<file path="config.mk">
export PLATFORM = sky130hd
export DESIGN_NAME = lpg_gen_mon
export DESIGN_NICKNAME = d
export VERILOG_FILES = /design/src/lpg_pkg.sv /design/src/lpg_gen_mon.sv
export SDC_FILE = /design/constraint.sdc
export NUM_CORES = 1
export LEC_CHECK = 0
export BUFFER_PORTS_ARGS = -buffer_cell sky130_fd_sc_hd__buf_2
export CAP_MARGIN = 20
export CORE_AREA = 2 2 501 503
export CTS_CLUSTER_SIZE = 12
export DETAILED_ROUTE_END_ITERATION = 8
export DIE_AREA = 0 0 503 505
export PLACE_DENSITY = 0.3
export SKIP_CTS_REPAIR_TIMING = 1
export SYNTH_ARGS = -nofsm -noshare
export SYNTH_HDL_FRONTEND = slang
export SYNTH_SLANG_ARGS = --single-unit
</file>
<file path="constraint.sdc">
create_clock -name clk_i -period 3.6 [get_ports clk_i]
set_input_delay 0.36 -clock clk_i [delete_from_list [all_inputs] [get_ports clk_i]]
set_output_delay 0.36 -clock clk_i [all_outputs]
set_load 0.01 [all_outputs]
</file>
<file path="src/lpg_pkg.sv">
// lpg_pkg: constants, types and pattern functions for the packet
// generator and monitor on the segmented local bus.
// assumes one user bus clock and a synchronous active-low reset.
package lpg_pkg;

  // ----------------------------------------------------------------
  // bus shape and traffic figures
  // ----------------------------------------------------------------
  localparam int unsigned  NSEG       = 4;        // segments per beat
  localparam int unsigned  DATA_W     = 128;      // bits per segment
  localparam int unsigned  CHAN_W     = 11;       // channel width
  localparam logic [15:0]  GEN_PKTS   = 16'h000a; // packets to send
  localparam logic [15:0]  MON_PKTS   = 16'h000a; // packets to expect
  localparam logic [7:0]   LAST_BEAT  = 8'h02;    // three beats a packet
  localparam logic [11:0]  LANESTAT_ON = 12'hfff; // all lanes healthy
  localparam logic [7:0]   MUBITS_OFF = 8'h00;    // multi-use bits idle
  localparam logic [1:0]   RESTART_DLY = 2'h2;    // restart delay tap

  // ----------------------------------------------------------------
  // register port map
  // ----------------------------------------------------------------
  localparam logic [3:0]   REG_CTRL   = 4'h0;     // control, rw
  localparam logic [3:0]   REG_STAT   = 4'h1;     // status, ro
  localparam int unsigned  CTL_SIMPLEX = 0;       // tx-only config
  localparam int unsigned  CTL_ALIGN  = 1;        // user alignment
  localparam int unsigned  CTL_RESTART = 2;       // restart, write one

  // ----------------------------------------------------------------
  // types
  // ----------------------------------------------------------------
  typedef struct packed {
    logic              ena;   // segment transfer enable
    logic              sop;   // start of packet
    logic              eop;   // end of packet
    logic              err;   // error marker
    logic [3:0]        mty;   // empty bytes on eop
    logic [CHAN_W-1:0] chan;  // channel number
    logic [DATA_W-1:0] data;  // segment data
  } lpg_seg_type;

  typedef lpg_seg_type [NSEG-1:0] lpg_beat_type;

  typedef enum logic [3:0] {G_IDLE, G_LOCK, G_WAIT, G_EN, G_INIT,
                            G_TX0, G_TX1, G_HOLD, G_DONE, G_RST
                           } lpg_gen_state_type;

  typedef enum logic [3:0] {M_IDLE, M_LOCK, M_WAIT, M_EN, M_INIT,
                            M_RECV, M_DONE, M_MODE, M_RST
                           } lpg_mon_state_type;

  // ----------------------------------------------------------------
  // shared traffic pattern
  // ----------------------------------------------------------------
  // data word of one segment: packet, beat and segment numbers
  function automatic logic [DATA_W-1:0] lpg_data(
      input logic [15:0] pkt, input logic [7:0] beat,
      input logic [7:0] seg);
    lpg_data = {4{pkt, beat, seg}};
  endfunction

  // channel of a packet: per packet in burst flow, fixed otherwise
  function automatic logic [CHAN_W-1:0] lpg_chan(
      input logic [15:0] pkt, input logic flow);
    lpg_chan = flow ? '0 : pkt[CHAN_W-1:0];
  endfunction

  // empty count carried on the closing segment
  function automatic logic [3:0] lpg_mty(input logic [15:0] pkt);
    lpg_mty = pkt[3:0];
  endfunction

endpackage

</file>
<file path="src/lpg_gen_mon.sv">
// lpg_gen_mon: traffic generator and checker for the segmented
// local bus of a chip-to-chip packet core, with a small register port.
// assumes the core's bus signals are synchronous to clk_i.
//
// Function
// - generator idles until reset done
// - lock setup drives fixed control values
// - wait for core or user alignment
// - enable state raises transmit enable
// - start sending after init and ready
// - first transmit state opens each packet
// - preset packet count reached leads done
// - ready low sends generator to hold
// - hold returns to the state left
// - second state finishes packet, back first
// - done sets flag, restart clears busy
// - monitor idles until reset done
// - lock state raises locked and busy
// - after alignment enable receive, then receive
// - per-segment data, channel and empty checks
// - any mismatch sets sticky error
// - preset count received leads done
// - done output and failed from error
// - restart waits for delayed restart request
// - flow parameter one packet, zero burst
// - never transfer while ready is low
// - segment fields valid only with enable
//
// Added by the designer: the placing of the registers and the plain strobed port.
`timescale 1ns/100ps
`default_nettype none

module lpg_gen_mon #(
  parameter logic FLOW_MODE = 1'b1            // 1 packet, 0 burst
) (
  input  wire logic                clk_i,             // user bus clock
  input  wire logic                reset_n_i,         // sync reset
  input  wire logic                reset_done_i,      // core reset done
  input  wire logic                rx_aligned_i,      // core rx aligned
  input  wire logic                tx_rdy_i,          // core tx ready
  input  wire lpg_pkg::lpg_beat_type rx_beat_i,       // core rx bus
  input  wire logic [3:0]          addr_i,            // register index
  input  wire logic [31:0]         wdata_i,           // write data
  input  wire logic                wr_i,              // write strobe
  input  wire logic                rd_i,              // read strobe
  output logic [31:0]              rdata_o,           // read data
  output lpg_pkg::lpg_beat_type    tx_beat_o,         // core tx bus
  output logic                     ctl_tx_enable_o,   // tx enable
  output logic [7:0]               ctl_tx_mubits_o,   // multi-use bits
  output logic [11:0]              ctl_tx_lanestat_o, // lane status
  output logic                     ctl_tx_intfstat_o, // interface stat
  output logic                     rx_enable_o,       // rx enable
  output logic                     monitor_locked_status_o, // locked
  output logic                     gen_busy_o,        // generator busy
  output logic                     mon_done_o,        // monitor done
  output logic                     mon_failed_o       // monitor failed
);

  // ----------------------------------------------------------------
  // state
  // ----------------------------------------------------------------
  typedef struct packed {
    lpg_pkg::lpg_gen_state_type gst;      // generator state
    logic                       hold_tx1; // hold came from second state
    logic                       init_done;// generator init complete
    logic                       busy;     // generator busy
    logic                       tx_done;  // all packets sent
    logic                       tx_en;    // core transmit enable
    logic [7:0]                 mubits;   // multi-use bits
    logic [11:0]                lanestat; // lane status bits
    logic                       intfstat; // interface status
    logic [15:0]                gpkt;     // packets sent
    logic [7:0]                 gbeat;    // beat within packet
    lpg_pkg::lpg_beat_type      tx;       // presented beat
    lpg_pkg::lpg_mon_state_type mst;      // monitor state
    logic                       locked;   // monitor locked status
    logic                       rx_busy;  // monitor busy
    logic                       rx_en;    // receive enable
    logic                       rx_done;  // all packets received
    logic                       done;     // done output
    logic                       failed;   // failed output
    logic [3:0]                 err_data; // data mismatch per segment
    logic [3:0]                 err_chan; // channel mismatch per segment
    logic                       err_mty;  // empty count mismatch
    logic                       sticky;   // sticky receive error
    logic [15:0]                mpkt;     // packets received
    logic [7:0]                 mbeat;    // expected beat
    logic [2:0]                 rst_dly;  // restart request delay line
    logic                       simplex;  // transmit-only config
    logic                       u_align;  // user alignment
    logic [31:0]                rdata;    // read data
  } lpg_state_type;

  lpg_state_type s;       // registered state
  lpg_state_type next_s;  // next state

  // ----------------------------------------------------------------
  // next state logic
  // ----------------------------------------------------------------
  // builds one beat of a packet from the shared pattern
  function automatic lpg_pkg::lpg_beat_type mk_beat(
      input logic [15:0] pkt, input logic [7:0] beat);
    lpg_pkg::lpg_beat_type b;
    for (int i = 0; i < lpg_pkg::NSEG; i++) begin
      b[i].ena  = 1'b1;
      b[i].sop  = (beat == 8'h00) && (i == 0);
      b[i].eop  = (beat == lpg_pkg::LAST_BEAT) && (i == lpg_pkg::NSEG-1);
      b[i].err  = 1'b0;
      b[i].mty  = b[i].eop ? lpg_pkg::lpg_mty(pkt) : 4'h0;
      b[i].chan = lpg_pkg::lpg_chan(pkt, FLOW_MODE);
      b[i].data = lpg_pkg::lpg_data(pkt, beat, 8'(i));
    end
    return b;
  endfunction

  // one process computes every next value
  always_comb begin
    logic [3:0] mty_exp;
    mty_exp = 4'h0;
    next_s = s;
    next_s.tx = '0;                     // no transfer unless sent
    next_s.err_data = 4'h0;
    next_s.err_chan = 4'h0;
    next_s.err_mty = 1'b0;
    next_s.rdata = 32'h0000_0000;
    // register port: control write, reads answer next cycle
    next_s.rst_dly = {s.rst_dly[1:0],
                      wr_i && (addr_i == lpg_pkg::REG_CTRL) &&
                      wdata_i[lpg_pkg::CTL_RESTART]};
    if (wr_i && (addr_i == lpg_pkg::REG_CTRL)) begin
      next_s.simplex = wdata_i[lpg_pkg::CTL_SIMPLEX];
      next_s.u_align = wdata_i[lpg_pkg::CTL_ALIGN];
    end
    if (rd_i) begin
      unique case (addr_i)
        lpg_pkg::REG_CTRL: next_s.rdata = {30'h0, s.u_align, s.simplex};
        lpg_pkg::REG_STAT: next_s.rdata = {8'h0, s.mpkt[7:0],
                            s.gpkt[7:0], s.tx_done, s.rx_done,
                            s.rx_busy, s.locked, s.busy, s.sticky,
                            s.done, s.failed};
        default:           next_s.rdata = 32'h0000_0000; // unmapped
      endcase
    end
    // generator controller
    unique case (s.gst)
      lpg_pkg::G_IDLE: begin
        if (reset_done_i) begin
          next_s.gst = lpg_pkg::G_LOCK;
          next_s.busy = 1'b1;
        end
      end
      lpg_pkg::G_LOCK: begin
        next_s.tx_en = 1'b0;
        next_s.mubits = lpg_pkg::MUBITS_OFF;
        next_s.lanestat = lpg_pkg::LANESTAT_ON;
        next_s.intfstat = 1'b1;
        next_s.init_done = 1'b0;
        next_s.tx_done = 1'b0;
        next_s.gst = lpg_pkg::G_WAIT;
      end
      lpg_pkg::G_WAIT: begin
        if (s.simplex ? s.u_align : rx_aligned_i) begin
          next_s.gst = lpg_pkg::G_EN;
        end
      end
      lpg_pkg::G_EN: begin
        next_s.tx_en = 1'b1;
        next_s.gst = lpg_pkg::G_INIT;
      end
      lpg_pkg::G_INIT: begin
        next_s.gpkt = 16'h0;
        next_s.gbeat = 8'h0;
        next_s.init_done = 1'b1;
        if (s.init_done && tx_rdy_i) begin
          next_s.gst = lpg_pkg::G_TX0;
        end
      end
      lpg_pkg::G_TX0: begin
        if (s.gpkt == lpg_pkg::GEN_PKTS) begin
          next_s.gst = lpg_pkg::G_DONE;
        end else if (!tx_rdy_i) begin
          next_s.gst = lpg_pkg::G_HOLD;
          next_s.hold_tx1 = 1'b0;
        end else begin
          next_s.tx = mk_beat(s.gpkt, 8'h00);
          next_s.gbeat = 8'h01;
          next_s.gst = lpg_pkg::G_TX1;
        end
      end
      lpg_pkg::G_TX1: begin
        if (!tx_rdy_i) begin
          next_s.gst = lpg_pkg::G_HOLD;
          next_s.hold_tx1 = 1'b1;
        end else begin
          next_s.tx = mk_beat(s.gpkt, s.gbeat);
          if (s.gbeat == lpg_pkg::LAST_BEAT) begin
            next_s.gbeat = 8'h00;
            next_s.gpkt = s.gpkt + 16'h1;
            next_s.gst = lpg_pkg::G_TX0;
          end else begin
            next_s.gbeat = s.gbeat + 8'h1;
          end
        end
      end
      lpg_pkg::G_HOLD: begin
        if (tx_rdy_i) begin
          next_s.gst = s.hold_tx1 ? lpg_pkg::G_TX1 : lpg_pkg::G_TX0;
        end
      end
      lpg_pkg::G_DONE: begin
        next_s.tx_done = 1'b1;
        next_s.gst = lpg_pkg::G_RST;
      end
      lpg_pkg::G_RST: begin
        next_s.busy = 1'b0;
        next_s.gst = lpg_pkg::G_IDLE;
      end
      default: next_s.gst = lpg_pkg::G_IDLE;    // illegal code recovery
    endcase
    // monitor controller
    unique case (s.mst)
      lpg_pkg::M_IDLE: begin
        if (reset_done_i) next_s.mst = lpg_pkg::M_LOCK;
      end
      lpg_pkg::M_LOCK: begin
        next_s.locked = 1'b1;
        next_s.rx_busy = 1'b1;
        next_s.mst = lpg_pkg::M_WAIT;
      end
      lpg_pkg::M_WAIT: begin
        if (rx_aligned_i) next_s.mst = lpg_pkg::M_EN;
      end
      lpg_pkg::M_EN: begin
        next_s.rx_en = 1'b1;
        next_s.mst = lpg_pkg::M_INIT;
      end
      lpg_pkg::M_INIT: begin
        next_s.mpkt = 16'h0;
        next_s.mbeat = 8'h0;
        next_s.rx_done = 1'b0;
        next_s.done = 1'b0;
        next_s.mst = lpg_pkg::M_RECV;
      end
      lpg_pkg::M_RECV: begin
        // compare each enabled segment with the expected pattern
        for (int i = 0; i < lpg_pkg::NSEG; i++) begin
          mty_exp = rx_beat_i[i].eop ? lpg_pkg::lpg_mty(s.mpkt) : 4'h0;
          if (rx_beat_i[i].ena) begin
            next_s.err_data[i] = rx_beat_i[i].data !=
                lpg_pkg::lpg_data(s.mpkt, s.mbeat, 8'(i));
            next_s.err_chan[i] = rx_beat_i[i].chan !=
                lpg_pkg::lpg_chan(s.mpkt, FLOW_MODE);
            if (rx_beat_i[i].mty != mty_exp) next_s.err_mty = 1'b1;
          end
        end
        if (rx_beat_i[0].ena) next_s.mbeat = s.mbeat + 8'h1;
        if (rx_beat_i[lpg_pkg::NSEG-1].ena &&
            rx_beat_i[lpg_pkg::NSEG-1].eop) begin
          next_s.mpkt = s.mpkt + 16'h1;
          next_s.mbeat = 8'h0;
        end
        if (s.mpkt == lpg_pkg::MON_PKTS) next_s.mst = lpg_pkg::M_DONE;
      end
      lpg_pkg::M_DONE: begin
        next_s.rx_done = 1'b1;
        next_s.mst = lpg_pkg::M_MODE;
      end
      lpg_pkg::M_MODE: begin
        next_s.done = 1'b1;
        next_s.failed = s.sticky;
        next_s.mst = lpg_pkg::M_RST;
      end
      lpg_pkg::M_RST: begin
        next_s.rx_en = 1'b0;
        next_s.mpkt = 16'h0;
        next_s.mbeat = 8'h0;
        next_s.rx_busy = 1'b0;
        if (s.rst_dly[lpg_pkg::RESTART_DLY]) next_s.mst = lpg_pkg::M_IDLE;
      end
      default: next_s.mst = lpg_pkg::M_IDLE;    // illegal code recovery
    endcase
    // sticky error, cleared only by reset
    if (s.sticky || (|s.err_data) || (|s.err_chan) || s.err_mty) begin
      next_s.sticky = 1'b1;
    end
  end

  // ----------------------------------------------------------------
  // state register
  // ----------------------------------------------------------------
  // synchronous reset returns both controllers to idle
  always_ff @(posedge clk_i) begin
    if (!reset_n_i) begin
      s <= '0;
    end else begin
      s <= next_s;
    end
  end

  // ----------------------------------------------------------------
  // outputs, all straight from the state register
  // ----------------------------------------------------------------
  assign rdata_o                 = s.rdata;
  assign tx_beat_o               = s.tx;
  assign ctl_tx_enable_o         = s.tx_en;
  assign ctl_tx_mubits_o         = s.mubits;
  assign ctl_tx_lanestat_o       = s.lanestat;
  assign ctl_tx_intfstat_o       = s.intfstat;
  assign rx_enable_o             = s.rx_en;
  assign monitor_locked_status_o = s.locked;
  assign gen_busy_o              = s.busy;
  assign mon_done_o              = s.done;
  assign mon_failed_o            = s.failed;
endmodule

`default_nettype wire

</file>
==> flow_metrics.py <==
metrics = {
    "logic_synthesis": {
        "synth-simple-area-share_pct": 24.2,
        "synth_top_flop_cell": "dfxtp_1",
        "synth.cell_area_um2": 14900,
        "synth-compound-area-share_pct": 9.77,
        "yosysSeqAreaShare_pct": 18.5,
        "ys_seq_elements": 138,
        "ys_types": 78,
        "synth_top_family_by_area": "buffers and inverters",
        "synthMuxAreaShare_pct": 0.747,
        "synth_edf_count": 0,
        "synth_area_per_cell_um2": 7.72,
        "synth-adder-area-share_pct": 0.671,
        "postSynthCellCount": 1933,
        "post_synth_xor_area_fraction_pct": 10.8,
        "synthArstFlopShare_pct": 0,
        "synth-warning-count": 0,
    },
    "worst_setup_path": {
        "worst_ep_required_ps": 4050,
        "setup.worst_path.start_class": "flip-flop",
        "timing_worst_setup_path_type": "reg2reg",
        "path_max_fanout": 19,
        "slowest_stage": "dfxtp_2",
        "crit_chain": "buf_4 > nor4b_1 > nand2_1 > o21ai_0 > nand3_1 > a21oi_1",
        "cp_data_arrival_time_ps": 3120,
        "max_stage_delay_ps": 750,
        "critical_path_capture_point_type": "flip-flop",
    },
    "die": {
        "floorplan_die_area_um2": 254000,
        "placementRows": 183,
        "floorplan.core_area_um2": 248000,
        "fp.dieH_um": 505,
        "ios": 1278,
        "die_w_um": 503,
        "initial_core_util_pct": 6.01,
    },
    "timing": {
        "post-route-worst-setup-slack_ps": 932,
        "grt_setup_unrepaired": "false",
        "maxSlewHeadroom_pct": 33.1,
        "setup-tns-final_ps": 0,
        "period_share_pct": 74.1,
        "post-route-min-period_ps": 2670,
        "hold_violations": 0,
        "timing.fmax_mhz": 375,
        "slew_viol_final": 0,
        "setup_viol_count_final": 0,
        "worst_slew_pin_slew_ps": 1000,
        "finClkSkew_ps": 23.8,
    },
    "pwr": {
        "power_density_nw_per_um2": 234,
        "power.total_mw": 4.93,
        "p_leak_nw": 9.41,
        "irDropWorstVdd_mv": 0.305,
    },
    "global_route": {
        "global_route_wire_length_before_repair_um": 144000,
        "vias_in_the_first_global_route": 14418,
        "grt_util_all_layers_pct": 8.78,
        "grt.overflow.total": 0,
        "maximum_number_of_pins_on_one_net_before_global_route_repair": 29,
        "grt_antenna_before_repair": 102,
    },
    "layout": {
        "layout.nets": 3163,
        "final_cell_area_um2": 21100,
        "final_cell_mix": "buf_2, conb_1, xnor2_1, dfxtp_1, nor3_1",
        "syn_to_final_growth_pct": 41.3,
        "final_common_cell": "buf_2",
        "final_core_utilization_pct": 8.49,
        "drive_gt1_share_pct": 46.7,
    },
    "route": {
        "via_count": 15448,
        "drt-wirelength-per-cell_um": 19.7,
        "first_iter_violations": 501,
        "drt-vias-per-instance": 2.62,
        "drt-pass1-iter-count": 5,
        "route.final.wire_length_um": 117000,
        "ant_nets": 0,
        "drc": 0,
    },
    "run_status": {
        "status": "finished, final reports clean",
    },
    "placement": {
        "io_buffers": 1046,
        "routability_cong": 0.881,
        "placed_wire_length_estimate_after_detailed_placement_um": 102000,
        "dpl_worst_slack_ps": 599,
        "placedInstanceArea_um2": 20400,
    },
    "hold_path": {
        "holdCritPathClass": "in2reg",
    },
    "clock_network": {
        "clock_latency_of_the_later_clocked_register_in_the_worst_skew_pair_ps": 530,
        "tritoncts_clock_tree": "done",
        "cts.clk_slew.worst_paths_ps": 80,
        "cts_max_level": 4,
        "clock_path_buffers": 2,
        "cts-buffers-inserted": 17,
        "clk_root_buffer_cell": "clkbuf_16",
        "cts_sinks": 138,
    },
    "flow_run": {
        "drv.max_cap_violation_count": 0,
    },
}
-- power by group --
part           leakage, nW  switching [mW]  total (mW)  internal, mW
combinational         7.98           0.666        1.16         0.494
sequential            1.12           0.122        1.68          1.56
clock                0.304            1.03        2.09          1.06
-- critical path: cells and delay by family (launching register included) --
kind	cells	cell delay [ps]
buf+inv	1	370
flops	1	750
compound gates	2	760
simple gates	3	690
-- layout make-up --
cell class / instances / area [µm²]
clock inverters: 15 / 200
fillers: 29345 / 227000
multi-input cells: 1244 / 7640
clock buffers: 17 / 425
inverters: 20 / 75.1
diodes: 37 / 92.6
flip-flops and latches: 138 / 2790
well taps: 3330 / 4170
repair buffers: 1103 / 5690
-- cells in the mapped netlist, drive strengths merged, types with 16 or more instances --
cell	count	area [µm²]
nor4	74	515
nand2	62	233
inv	20	75.1
buf	692	5070
nand4	51	319
nand3	41	205
xnor2	131	1150
o22ai	41	257
xor2	53	464
a31oi	18	113
nor3	91	455
and2	50	315
nor2	82	310
clkbuf	32	120
dfxtp	138	2760
o21ai	49	245
a21oi	34	174
nor4b	16	146
and3	83	519
-- path summary, 6_finish.rpt --
kind / start / end / slack, ps / cells past startpoint
setup / recovery: s[48] / s[78] / 930 / 6
hold / removal: wdata_i[2] / next_s[35] / 80 / 3
setup reg to reg: s[48] / s[78] / 930 / 6
hold reg to reg: next_s[35] / next_s[36] / 440 / 1
-- logic make-up (layout without fill, tap and decap cells) --
logic type	after synthesis	in the layout
buffers and inverters	744	1155
flip-flops	138	138
adder cells (fa/ha/maj)	8	8
AO/OA/AOI/OAI	222	222
other	1	231
multiplexers	11	11
AND/OR/NAND/NOR	625	625
XOR/XNOR	184	184
-- metrics by stage --
| step | hold slack [ps] | cells |
|---|---|---|
| global route | 37.8 | 5888 |
| global placement | 420 | 5835 |
| CTS | 9.85 | 5867 |
| detailed placement | 420 | 5835 |
| floorplan | 412 | 2126 |
| finish | 77.2 | 5904 |
-- registers in the layout, indices dropped and copies added, names as in the netlist --
name	count
mon_failed_o	1
s	74
ctl_tx_enable_o	1
mon_done_o	1
rx_enable_o	1
gen_busy_o	1
tx_beat_o	31
ctl_tx_intfstat_o	1
rdata_o	24
monitor_locked_status_o	1
next_s	2
-- routing by layer --
| layer | wire length [µm] | part of all wire (%) | track usage (%) |
|---|---|---|---|
| met2 | 66600 | 57 | 18.4 |
| met1 | 37000 | 32 | 7.72 |
| met4 | 5960 | 5.1 | 3.64 |
| met3 | 6700 | 5.8 | 2.11 |
| met5 | 279 | 0.24 | 0 |
Power figures use the tool's default switching activity.
